--- src/pbc_consts.svh ---
// Register offsets, field positions and reset values of the port and comparator block.
`ifndef PBC_CONSTS_SVH
`define PBC_CONSTS_SVH

// I/O locations.
`define PBC_ADDR_CMP_CTRL   6'h08
`define PBC_ADDR_PIN_LEVELS 6'h16
`define PBC_ADDR_DIRECTION  6'h17
`define PBC_ADDR_LATCH      6'h18

// Comparator control and status fields.
`define PBC_BIT_POWER_OFF   7
`define PBC_BIT_RESULT      5
`define PBC_BIT_IRQ_FLAG    4
`define PBC_BIT_IRQ_ENABLE  3
`define PBC_BIT_EDGE_HI     1
`define PBC_BIT_EDGE_LO     0

// Reset values.
`define PBC_RST_BYTE        8'h00

// Serial programming pin positions.
`define PBC_PIN_SER_CLK     7
`define PBC_PIN_SER_DOUT    6
`define PBC_PIN_SER_DIN     5

`endif

--- src/pbc_pkg.sv ---
// Types shared by the port and comparator block.
package pbc_pkg;

  // Comparator event selection.
  typedef enum logic [1:0] {
    PBC_EDGE_TOGGLE   = 2'b00,
    PBC_EDGE_RESERVED = 2'b01,
    PBC_EDGE_FALL     = 2'b10,
    PBC_EDGE_RISE     = 2'b11
  } pbc_edge_e;

  // One byte of register data.
  typedef logic [7:0] pbc_byte_t;

endpackage : pbc_pkg

--- src/pbc_sync.sv ---
// Two-stage synchroniser for a vector of asynchronous levels.
`timescale 1ns/1ps
module pbc_sync
  import pbc_pkg::*;
#(
  parameter int WIDTH = 9
) (
  // Clock and reset.
  input  wire logic             sys_clk,
  input  wire logic             sys_rst,
  // Raw and synchronised levels.
  input  wire logic [WIDTH-1:0] async_in,
  output logic      [WIDTH-1:0] sync_out
);

  logic [WIDTH-1:0] meta_q;  // First stage, read only by the second.

  // Both stages clear on reset so the reads start from a known value.
  always_ff @(posedge sys_clk) begin
    if (sys_rst) begin
      meta_q   <= '0;
      sync_out <= '0;
    end else begin
      meta_q   <= async_in;
      sync_out <= meta_q;
    end
  end

endmodule : pbc_sync

--- src/pbc_port_cmp.sv ---
// Eight-bit general-purpose port with analog comparator control logic.
//
// Functional notes
// - Result bit five mirrors comparator output, read-only.
// - Power-off bit seven switches comparator off.
// - Bits six and two always read zero.
// - Flag sets on selected comparator output event.
// - Flag clears when interrupt vector executes.
// - Writing one clears flag; zero leaves it.
// - Request needs flag, enable and global enable.
// - Mode: toggle, reserved, falling, rising edge.
// - Latch, direction, pin-level at three locations.
// - Latch reads stored; pin-level reads live pins.
// - Direction one drives pin from latch.
// - Pull-up only for inputs with latch one.
// - All eight pins behave identically.
// - Pins 7,6,5 carry serial clock, data.
// - Pin inputs pass through synchronising latches.
`timescale 1ns/1ps
`include "pbc_consts.svh"
module pbc_port_cmp
  import pbc_pkg::*;
(
  // Clock and reset.
  input  wire logic       sys_clk,
  input  wire logic       sys_rst,
  // CPU I/O access.
  input  wire logic [5:0] io_addr,
  input  wire logic       io_wr,
  input  wire logic       io_rd,
  input  wire logic [7:0] io_wdata,
  output logic      [7:0] io_rdata,
  // CPU interrupt system.
  input  wire logic       cpu_global_irq_enable,
  input  wire logic       cmp_vector_taken,
  output logic            cmp_irq_req,
  // Port pins.
  input  wire logic [7:0] port_pin_in,
  output logic      [7:0] port_pin_out,
  output logic      [7:0] port_pin_oe,
  output logic      [7:0] port_pullup_en,
  // Analog comparator.
  input  wire logic       comparator_raw,
  output logic            comparator_power_off,
  // Serial programming lines.
  output logic            ser_clk_in,
  output logic            ser_data_in,
  input  wire logic       ser_data_out,
  input  wire logic       ser_prog_active
);

  ////////////////////////////////////////////////////////////////////////////
  // Register state.

  logic [7:0] port_output_latch_q;     // Output latch, also pull-up select.
  logic [7:0] port_direction_q;        // One makes the pin an output.
  logic       comparator_power_off_q;  // Comparator powered down.
  logic       comparator_irq_flag_q;   // Sticky event flag.
  logic       comparator_irq_enable_q; // Local interrupt enable.
  logic [1:0] edge_sel_q;              // Event selection.
  logic       cmp_prev_q;              // Previous comparator sample.
  logic [7:0] pins_sync;               // Synchronised pin levels.
  logic       cmp_sync;                // Synchronised comparator output.
  logic       cmp_event;               // Selected event seen this cycle.
  logic [7:0] rdata_d;                 // Read mux output.

  // Decode of a single I/O location, used for every register.
  function automatic logic hit(input logic [5:0] addr, input logic [5:0] loc);
    hit = (addr == loc);
  endfunction : hit

  ////////////////////////////////////////////////////////////////////////////
  // Synchronisers.

  pbc_sync #(.WIDTH(9)) u_sync (
    .sys_clk  (sys_clk),
    .sys_rst  (sys_rst),
    .async_in ({comparator_raw, port_pin_in}),
    .sync_out ({cmp_sync, pins_sync})
  );

  ////////////////////////////////////////////////////////////////////////////
  // Port registers.

  // Latch and direction are plain read/write bytes; reset leaves all
  // pins as floating inputs.
  always_ff @(posedge sys_clk) begin
    if (sys_rst) begin
      port_output_latch_q <= `PBC_RST_BYTE;
      port_direction_q    <= `PBC_RST_BYTE;
    end else if (io_wr) begin
      if (hit(io_addr, `PBC_ADDR_LATCH)) begin
        port_output_latch_q <= io_wdata;
      end
      if (hit(io_addr, `PBC_ADDR_DIRECTION)) begin
        port_direction_q <= io_wdata;
      end
    end
  end

  ////////////////////////////////////////////////////////////////////////////
  // Pin drivers, one identical slice per pin.

  genvar gi;
  generate
    for (gi = 0; gi < 8; gi++) begin : g_pin
      assign port_pin_oe[gi]    = port_direction_q[gi];
      assign port_pin_out[gi]   = port_output_latch_q[gi];
      assign port_pullup_en[gi] = ~port_direction_q[gi] & port_output_latch_q[gi];
    end
  endgenerate

  // serial programming pins
  // Pin six is never overridden here, not even while programming runs;
  // its direction and latch stay under software control.
  assign ser_clk_in  = pins_sync[`PBC_PIN_SER_CLK];
  assign ser_data_in = pins_sync[`PBC_PIN_SER_DIN];

  ////////////////////////////////////////////////////////////////////////////
  // Comparator control.

  // Control bits; software writes to the flag position only ever clear.
  always_ff @(posedge sys_clk) begin
    if (sys_rst) begin
      comparator_power_off_q  <= 1'b0;
      comparator_irq_enable_q <= 1'b0;
      edge_sel_q              <= 2'b00;
    end else if (io_wr && hit(io_addr, `PBC_ADDR_CMP_CTRL)) begin
      comparator_power_off_q  <= io_wdata[`PBC_BIT_POWER_OFF];
      comparator_irq_enable_q <= io_wdata[`PBC_BIT_IRQ_ENABLE];
      edge_sel_q <= {io_wdata[`PBC_BIT_EDGE_HI], io_wdata[`PBC_BIT_EDGE_LO]};
    end
  end

  assign comparator_power_off = comparator_power_off_q;

  // Previous sample for edge detection; taken from the second stage only.
  always_ff @(posedge sys_clk) begin
    if (sys_rst) begin
      cmp_prev_q <= 1'b0;
    end else begin
      cmp_prev_q <= cmp_sync;
    end
  end

  // edges from consecutive samples
  // The reserved code flags nothing; events still count while the comparator is powered down.
  always_comb begin
    cmp_event = 1'b0;
    unique case (pbc_edge_e'(edge_sel_q))
      PBC_EDGE_TOGGLE:   cmp_event = cmp_sync ^ cmp_prev_q;
      PBC_EDGE_RESERVED: cmp_event = 1'b0;
      PBC_EDGE_FALL:     cmp_event = ~cmp_sync & cmp_prev_q;
      PBC_EDGE_RISE:     cmp_event = cmp_sync & ~cmp_prev_q;
    endcase
  end

  // Flag: a new event wins over a clear arriving in the same cycle.
  always_ff @(posedge sys_clk) begin
    if (sys_rst) begin
      comparator_irq_flag_q <= 1'b0;
    end else if (cmp_event) begin
      comparator_irq_flag_q <= 1'b1;
    end else if (cmp_vector_taken) begin
      comparator_irq_flag_q <= 1'b0;
    end else if (io_wr && hit(io_addr, `PBC_ADDR_CMP_CTRL)
                 && io_wdata[`PBC_BIT_IRQ_FLAG]) begin
      comparator_irq_flag_q <= 1'b0;
    end
  end

  // software masks irq first, so no glitch filter here
  // mode change relies on software masking
  assign cmp_irq_req = comparator_irq_flag_q & comparator_irq_enable_q
                       & cpu_global_irq_enable;

  ////////////////////////////////////////////////////////////////////////////
  // Read path.

  // Unmapped locations return zero.
  always_comb begin
    rdata_d = 8'h00;
    if (hit(io_addr, `PBC_ADDR_CMP_CTRL)) begin
      rdata_d[`PBC_BIT_POWER_OFF]  = comparator_power_off_q;
      rdata_d[`PBC_BIT_RESULT]     = cmp_sync;
      rdata_d[`PBC_BIT_IRQ_FLAG]   = comparator_irq_flag_q;
      rdata_d[`PBC_BIT_IRQ_ENABLE] = comparator_irq_enable_q;
      rdata_d[`PBC_BIT_EDGE_HI]    = edge_sel_q[1];
      rdata_d[`PBC_BIT_EDGE_LO]    = edge_sel_q[0];
    end else if (hit(io_addr, `PBC_ADDR_PIN_LEVELS)) begin
      rdata_d = pins_sync;
    end else if (hit(io_addr, `PBC_ADDR_DIRECTION)) begin
      rdata_d = port_direction_q;
    end else if (hit(io_addr, `PBC_ADDR_LATCH)) begin
      rdata_d = port_output_latch_q;
    end
  end

  // Read data registered: answer one cycle after io_rd.
  always_ff @(posedge sys_clk) begin
    if (sys_rst) begin
      io_rdata <= 8'h00;
    end else if (io_rd) begin
      io_rdata <= rdata_d;
    end
  end

  // ser_data_out and ser_prog_active are taken by the pin pad mux outside;
  // this block only exposes the synchronised serial inputs.
  logic unused_ser;
  assign unused_ser = ser_data_out & ser_prog_active;

endmodule : pbc_port_cmp

--- config.mk ---
export PLATFORM = sky130hd
export DESIGN_NAME = pbc_port_cmp
export DESIGN_NICKNAME = d
export VERILOG_FILES = /design/src/pbc_pkg.sv /design/src/pbc_sync.sv /design/src/pbc_port_cmp.sv
export VERILOG_INCLUDE_DIRS = /design/src
export SDC_FILE = /design/constraint.sdc
export NUM_CORES = 1
export LEC_CHECK = 0
export ABC_AREA = 1
export CAP_MARGIN = 10
export CORE_ASPECT_RATIO = 0.9
export CORE_MARGIN = 5
export CORE_UTILIZATION = 35
export CTS_CLUSTER_DIAMETER = 80
export DETAILED_ROUTE_END_ITERATION = 8
export DONT_BUFFER_PORTS = 1
export GPL_TIMING_DRIVEN = 0
export PLACE_DENSITY = 0.49
export SLEW_MARGIN = 20
export SYNTH_ARGS = -nofsm -noshare
export SYNTH_HDL_FRONTEND = slang
export SYNTH_SLANG_ARGS = --single-unit
export TNS_END_PERCENT = 10
--- constraint.sdc ---
create_clock -name sys_clk -period 1.4 [get_ports sys_clk]
set_input_delay 0.07 -clock sys_clk [delete_from_list [all_inputs] [get_ports sys_clk]]
set_output_delay 0.07 -clock sys_clk [all_outputs]
set_load 0.02 [all_outputs]
==> flow_summary.ini, run 1 <==
[timing]
rsz0062_at_grt = false
setup_violations = 0
period_needed_ns = 1.303
fin_crit_sh_pct = 93.05
slew-limit-headroom_pct = 63.91
drv_slew = 0
setup_tns_ns = 0
tightest_slew_ns = 0.5413
whs_ns = 0.06012
hold_violations = 0
skew_ns = 0.004723
fmax_mhz = 767.6

[die]
io_pins = 67
initial_core_util_pct = 35.88
num_rows = 26
die_w_um = 90.29
fp.dieArea_um2 = 7427
die_y_um = 82.26
core_um2 = 5660

[placement]
io_buffers = 0
gp_congestion = 0.7468
hpwlAfterDp_mm = 3.828

[min_path]
hold_path_end = io_rdata[4]
min_from = sys_rst
holdPathStages = 2
hp-class = in2reg

[layout]
mostFrequentLayoutCells = nand2_1, dfxtp_1, inv_1
fill_cells = 596
insertedDiodeCount = 0
drive_above_1_share_pct = 8.469
layout_commonest_cell = nand2_1
area_growth_pct = 18.73
nets = 339

[synth]
netlist_instances = 279
syn_area_um2 = 2031
ys_ff_latch = 48
syn_nets = 312
syn_area_per_cell_um2 = 7.278
synth_sequential_area_ratio_pct = 47.32
yosysUniqueCellTypes = 21
ys_warn_count = 0

[worst_setup_path]
cp_data_required_time_ns = 1.33
reg2reg_to = comparator_irq_flag_q
crit_type = reg2out
r2r_cells = 5
critPathMaxFanout = 3
worstReg2RegStart = comparator_irq_flag_q
endpoint_kind = output pin
rrSetupSlack_ns = 0.11
arrival_ns = 1.23
worst_setup_path_start_kind = flop

[detailed_routing]
ant_nets = 0
finalWirelength_mm = 5.150
viasPerCell = 4.687
drt_pass1_iterations = 4
drc = 0
vias = 1767
initialDrtViolationCount = 103
wire_per_inst_um = 13.66

[clocking]
root_buffer = clkbuf_8
cts_num_sinks = 48
clk_latency_ns = 0.30
cts_tree = done
cts_buffers = 5
cts.repair.resized = 0
htree_levels = 2
clkSlewWorstSetupHoldPaths_ns = 0.09
cts_max_path_buffers = 2

[global_route]
grt_max_degree = 15
grt_pass1_wl_mm = 8.597
grt_antenna_before_repair = 0
grt_pass1_vias = 1722
met3_usage_pct = 6.159
met1_usage_pct = 18.49
overflow = 0
grt.met2_usage_pct = 22.88
grt_use_total_pct = 14.57
top_usage_layer = met2

[outcome]
outcome = completed

[power]
peakVddDrop_mv = 0.5199
totalPowerFinal_mw = 2.445
cellLeakagePower_nw = 0.9935
power_density_nw_per_um2 = 1014

[run]
maxCapViolCount = 0
per-layer routing:
metal | vias up | wire length [µm]
met4 | 0 | 27
li1 | 918 | -
met2 | 51 | 2314
met5 | - | 0
met3 | 2 | 463
met1 | 796 | 2344
cell usage after synthesis:
| cell | n | area, µm² |
|---|---|---|
| a21oi_1 | 38 | 190.2 |
| a21oi_2 | 3 | 26.28 |
| buf_2 | 1 | 5.000 |
| o221ai_1 | 1 | 8.760 |
| nor2_2 | 2 | 12.51 |
| inv_1 | 47 | 176.4 |
| dfxtp_1 | 48 | 960.9 |
| nand2_2 | 3 | 18.77 |
| o21ai_0 | 11 | 55.05 |
| o21ai_1 | 2 | 10.01 |
| buf_1 | 2 | 7.510 |
| ha_1 | 2 | 25.02 |
| nand3_1 | 19 | 95.09 |
| inv_2 | 1 | 3.750 |
| nand2_1 | 56 | 210.2 |
| nand3_4 | 1 | 17.52 |
| nor2_1 | 32 | 120.1 |
| buf_6 | 3 | 33.78 |
| clkinv_4 | 1 | 8.760 |
| nor2_4 | 3 | 33.78 |
| clkbuf_1 | 3 | 11.26 |
flip-flops by register name (all words and copies together), names as in the netlist:
signal and flops:
comparator_irq_enable_q 1, cmp_prev_q 1, edge_sel_q 2, io_rdata 8, port_pin_out 8, u_sync.meta_q 9
u_sync.sync_out 9, port_pin_oe 8, comparator_power_off 1, comparator_irq_flag_q 1
timing repair:
action / 4_1_cts / 5_1_grt
hold endpoints to repair: 32 / 0
hold buffers: 20 / 0
setup buffers: 0 / 0
layout make-up:
class	instances	area (µm²)	area share (%)
flip-flops and latches	48	960.9	39.85
plain buffers	9	57.56	2.387
clock inverters	2	10.01	0.4152
repair buffers	20	200.2	8.303
multi-input cells	173	823.3	34.15
inverters	49	188.9	7.836
well taps	70	87.58	3.633
clock buffers	6	82.58	3.425
logic make-up after synthesis:
family                     share of synthesized area [%]
AOI/OAI and AO/OA                                  14.29
adders and majority gates                          1.232
buffers and inverters                              12.14
DFF                                                47.32
and+or+nand+nor                                    25.02
report_power, final:
group	switching, mW	internal, mW
logic	0.105	0.0759
registers	0.0207	1.40
clock network	0.454	0.395
total	0.579	1.87
worst max-delay path by stage:
| stage | start | to | slack, ns | cells after the start |
|---|---|---|---|---|
| 6_report | port_pin_out[6] | port_pullup_en[6] | 0.1 | 2 |
| 5_1_grt | port_pin_out[6] | port_pullup_en[6] | 0.005 | 2 |
| 4_1_cts | port_pin_out[6] | port_pullup_en[6] | 0.07 | 2 |
| 3_5_place_dp | cmp_prev_q | comparator_irq_flag_q | 0.23 | 5 |
| 3_3_place_gp | cmp_prev_q | comparator_irq_flag_q | 0.25 | 5 |
| 2_1_floorplan | cmp_prev_q | comparator_irq_flag_q | 0.35 | 5 |
per-stage QoR:
step	instances	cell area (µm²)	utilization, %	worst slack (ns)
floorplan	279	2031	-	0.3456
global placement	349	2118	37.42	0.2466
detailed placement	349	2118	37.42	0.2334
CTS	377	2411	42.60	0.06796
global route	377	2411	42.60	0.004670
finish	377	2411	42.60	0.09724
critical path: stages, from the launching register on:
cell	delay [ns]
dfxtp_1	0.49
inv_1	0.10
nor2_1	0.35
Power figures use the tool's default switching activity.
==> run 2: changes to the inputs <==
--- a/config.mk
+++ b/config.mk
@@ -7,15 +7,15 @@
 export NUM_CORES = 1
 export LEC_CHECK = 0
 export ABC_AREA = 1
-export CAP_MARGIN = 10
+export CAP_MARGIN = 25
 export CORE_ASPECT_RATIO = 0.9
 export CORE_MARGIN = 5
-export CORE_UTILIZATION = 35
+export CORE_UTILIZATION = 55
 export CTS_CLUSTER_DIAMETER = 80
 export DETAILED_ROUTE_END_ITERATION = 8
 export DONT_BUFFER_PORTS = 1
 export GPL_TIMING_DRIVEN = 0
-export PLACE_DENSITY = 0.49
+export PLACE_DENSITY = 0.7
 export SLEW_MARGIN = 20
 export SYNTH_ARGS = -nofsm -noshare
 export SYNTH_HDL_FRONTEND = slang
==> run 2 against run 1 <==
Effect of this change: power is 0.83% higher; flip-flop and latch count stayed put; critical path depth stayed put; clock skew is 0.0064 ns higher; die area is 33% lower; sequential power hardly changed; count of clock-buffer cells in the layout stayed put; non-clock buffer count stayed put; hold slack worse by 0.0061 ns; final area is 1.0% lower; global-route usage is 5.7 points higher; via count is 1.2% higher.
==> flow_summary.ini, run 2 (synthesis gave the netlist of run 1 again) <==
[worst_setup_path]
critPathMaxFanout = 3
endpoint_kind = output pin
worst_setup_path_start_kind = flop
r2r_cells = 5
crit_type = reg2out
cpPeakStageDelay_ns = 0.50
crit_family = flip-flops
cp_data_required_time_ns = 1.33
crit_buf_inv = 1
slowest_stage = dfxtp_1
crit_cells = 2
arrival_ns = 1.23
path_cells = inv_1 -> nor2_1

[timing]
rsz0062_at_grt = false
setup_violations = 0
tightest_slew_ns = 0.5309
fmax_mhz = 771.3
drv_slew = 0
fin_crit_sh_pct = 92.60
period_needed_ns = 1.296
slew-limit-headroom_pct = 64.61
whs_ns = 0.05398
skew_ns = 0.01110
fin_ws_ns = 0.1035
hold_violations = 0
setup_tns_ns = 0

[clocking]
root_buffer = clkbuf_8
clk_latency_ns = 0.31
cts_buffers = 5
cts_tree = done
post_cts_buffers = 0
cts_max_path_buffers = 2
cts.repair.resized = 0
htree_levels = 2
clkSlewWorstSetupHoldPaths_ns = 0.09
cts_num_sinks = 48

[detailed_routing]
viasPerCell = 5.065
vias = 1788
initialDrtViolationCount = 100
drc = 0
wire_per_inst_um = 13.57
finalWirelength_mm = 4.789
drt_pass1_iterations = 4
ant_nets = 0

[die]
core_um2 = 3652
num_rows = 21
die_y_um = 67.65
die_w_um = 74.05
fp.dieArea_um2 = 5009
initial_core_util_pct = 55.60
io_pins = 67

[layout]
drive_above_1_share_pct = 8.469
multi_input_area_um2 = 823.3
largestRegisters = u_sync.meta_q x9, u_sync.sync_out x9
regArea_um2 = 960.9
mostFrequentLayoutCells = nand2_1, dfxtp_1, inv_1
fill_cells = 346
layout_commonest_cell = nand2_1
insertedDiodeCount = 0
fin_area_um2 = 2386
nets = 339
area_growth_pct = 17.50

[power]
p_comb_share_pct = 7.3
p_sw_share_pct = 24.07
clkPwrFrac_pct = 35.3
power_density_nw_per_um2 = 1033
p_int_mw = 1.872
peakVddDrop_mv = 0.6711
p_seq_share_pct = 57.4
totalPowerFinal_mw = 2.465
p_switching_mw = 0.5934
cellLeakagePower_nw = 0.9884

[global_route]
grt.met2_usage_pct = 31.19
met1_usage_pct = 26.63
grt_use_total_pct = 20.24
top_usage_layer = met2
grt_pass1_vias = 1617
grt_antenna_before_repair = 0
met3_usage_pct = 5.655
grt_max_degree = 16
overflow = 0
grt_pass1_wl_mm = 7.590

[min_path]
hp-class = in2reg
holdPathStages = 2

[placement]
io_buffers = 0
pre_cts_ws_ns = 0.2774
gp_congestion = 0.8247
hpwlAfterDp_mm = 3.413
placed_area_um2 = 2088

[outcome]
outcome = completed

[run]
maxCapViolCount = 0
==> run 2: worst reg2reg max path, cell delays in order, from the launching register on <==
cell	delay, ns
dfxtp_1	0.34
inv_1	0.05
ha_1	0.27
o21ai_0	0.14
o221ai_1	0.13
a21oi_1	0.16
==> run 2: worst paths after layout <==
kind                    startpoint                     to  slack [ns]
setup / recovery   port_pin_out[2]      port_pullup_en[2]        0.10
hold / removal             sys_rst            io_rdata[4]        0.05
setup reg to reg        cmp_prev_q  comparator_irq_flag_q        0.24
hold reg to reg   u_sync.meta_q[7]     u_sync.sync_out[7]        0.41
==> run 2: final cells by class <==
class,count,share of cell area [%]
Buffer,9,2.412
Clock buffer,6,3.461
Multi-Input combinational cell,173,34.50
Inverter,49,7.918
Clock inverter,2,0.6293
Timing Repair Buffer,20,8.390
Tap cell,46,2.412
Sequential cell,48,40.27
==> run 2: timing repair <==
| action | in CTS | in global routing |
|---|---|---|
| endpoints found under the hold margin | 32 | 0 |
| hold buffers | 20 | 0 |
| endpoints found under the setup margin | 0 | 0 |
==> run 2: power groups by stage <==
stage	clock network (mW)	logic (mW)	registers (mW)
finish	0.869	0.180	1.42
global route	0.950	0.203	1.42
CTS	0.886	0.179	1.42
detailed placement	0	0.129	1.45
global placement	0	0.126	1.45
floorplan	0	0.104	1.44
==> run 2: per-layer routing <==
layer | vias to the layer above | routed length [µm]
met5 | - | 0
met1 | 811 | 2135
met4 | 0 | 31
met3 | 2 | 410
li1 | 919 | -
met2 | 56 | 2211
==> run 2: per-stage QoR <==
stage | std cells | util (%)
after floorplan | 279 | -
after global placement | 325 | 57.18
after detailed placement | 325 | 57.18
after CTS | 353 | 65.33
after global routing | 353 | 65.33
final | 353 | 65.33
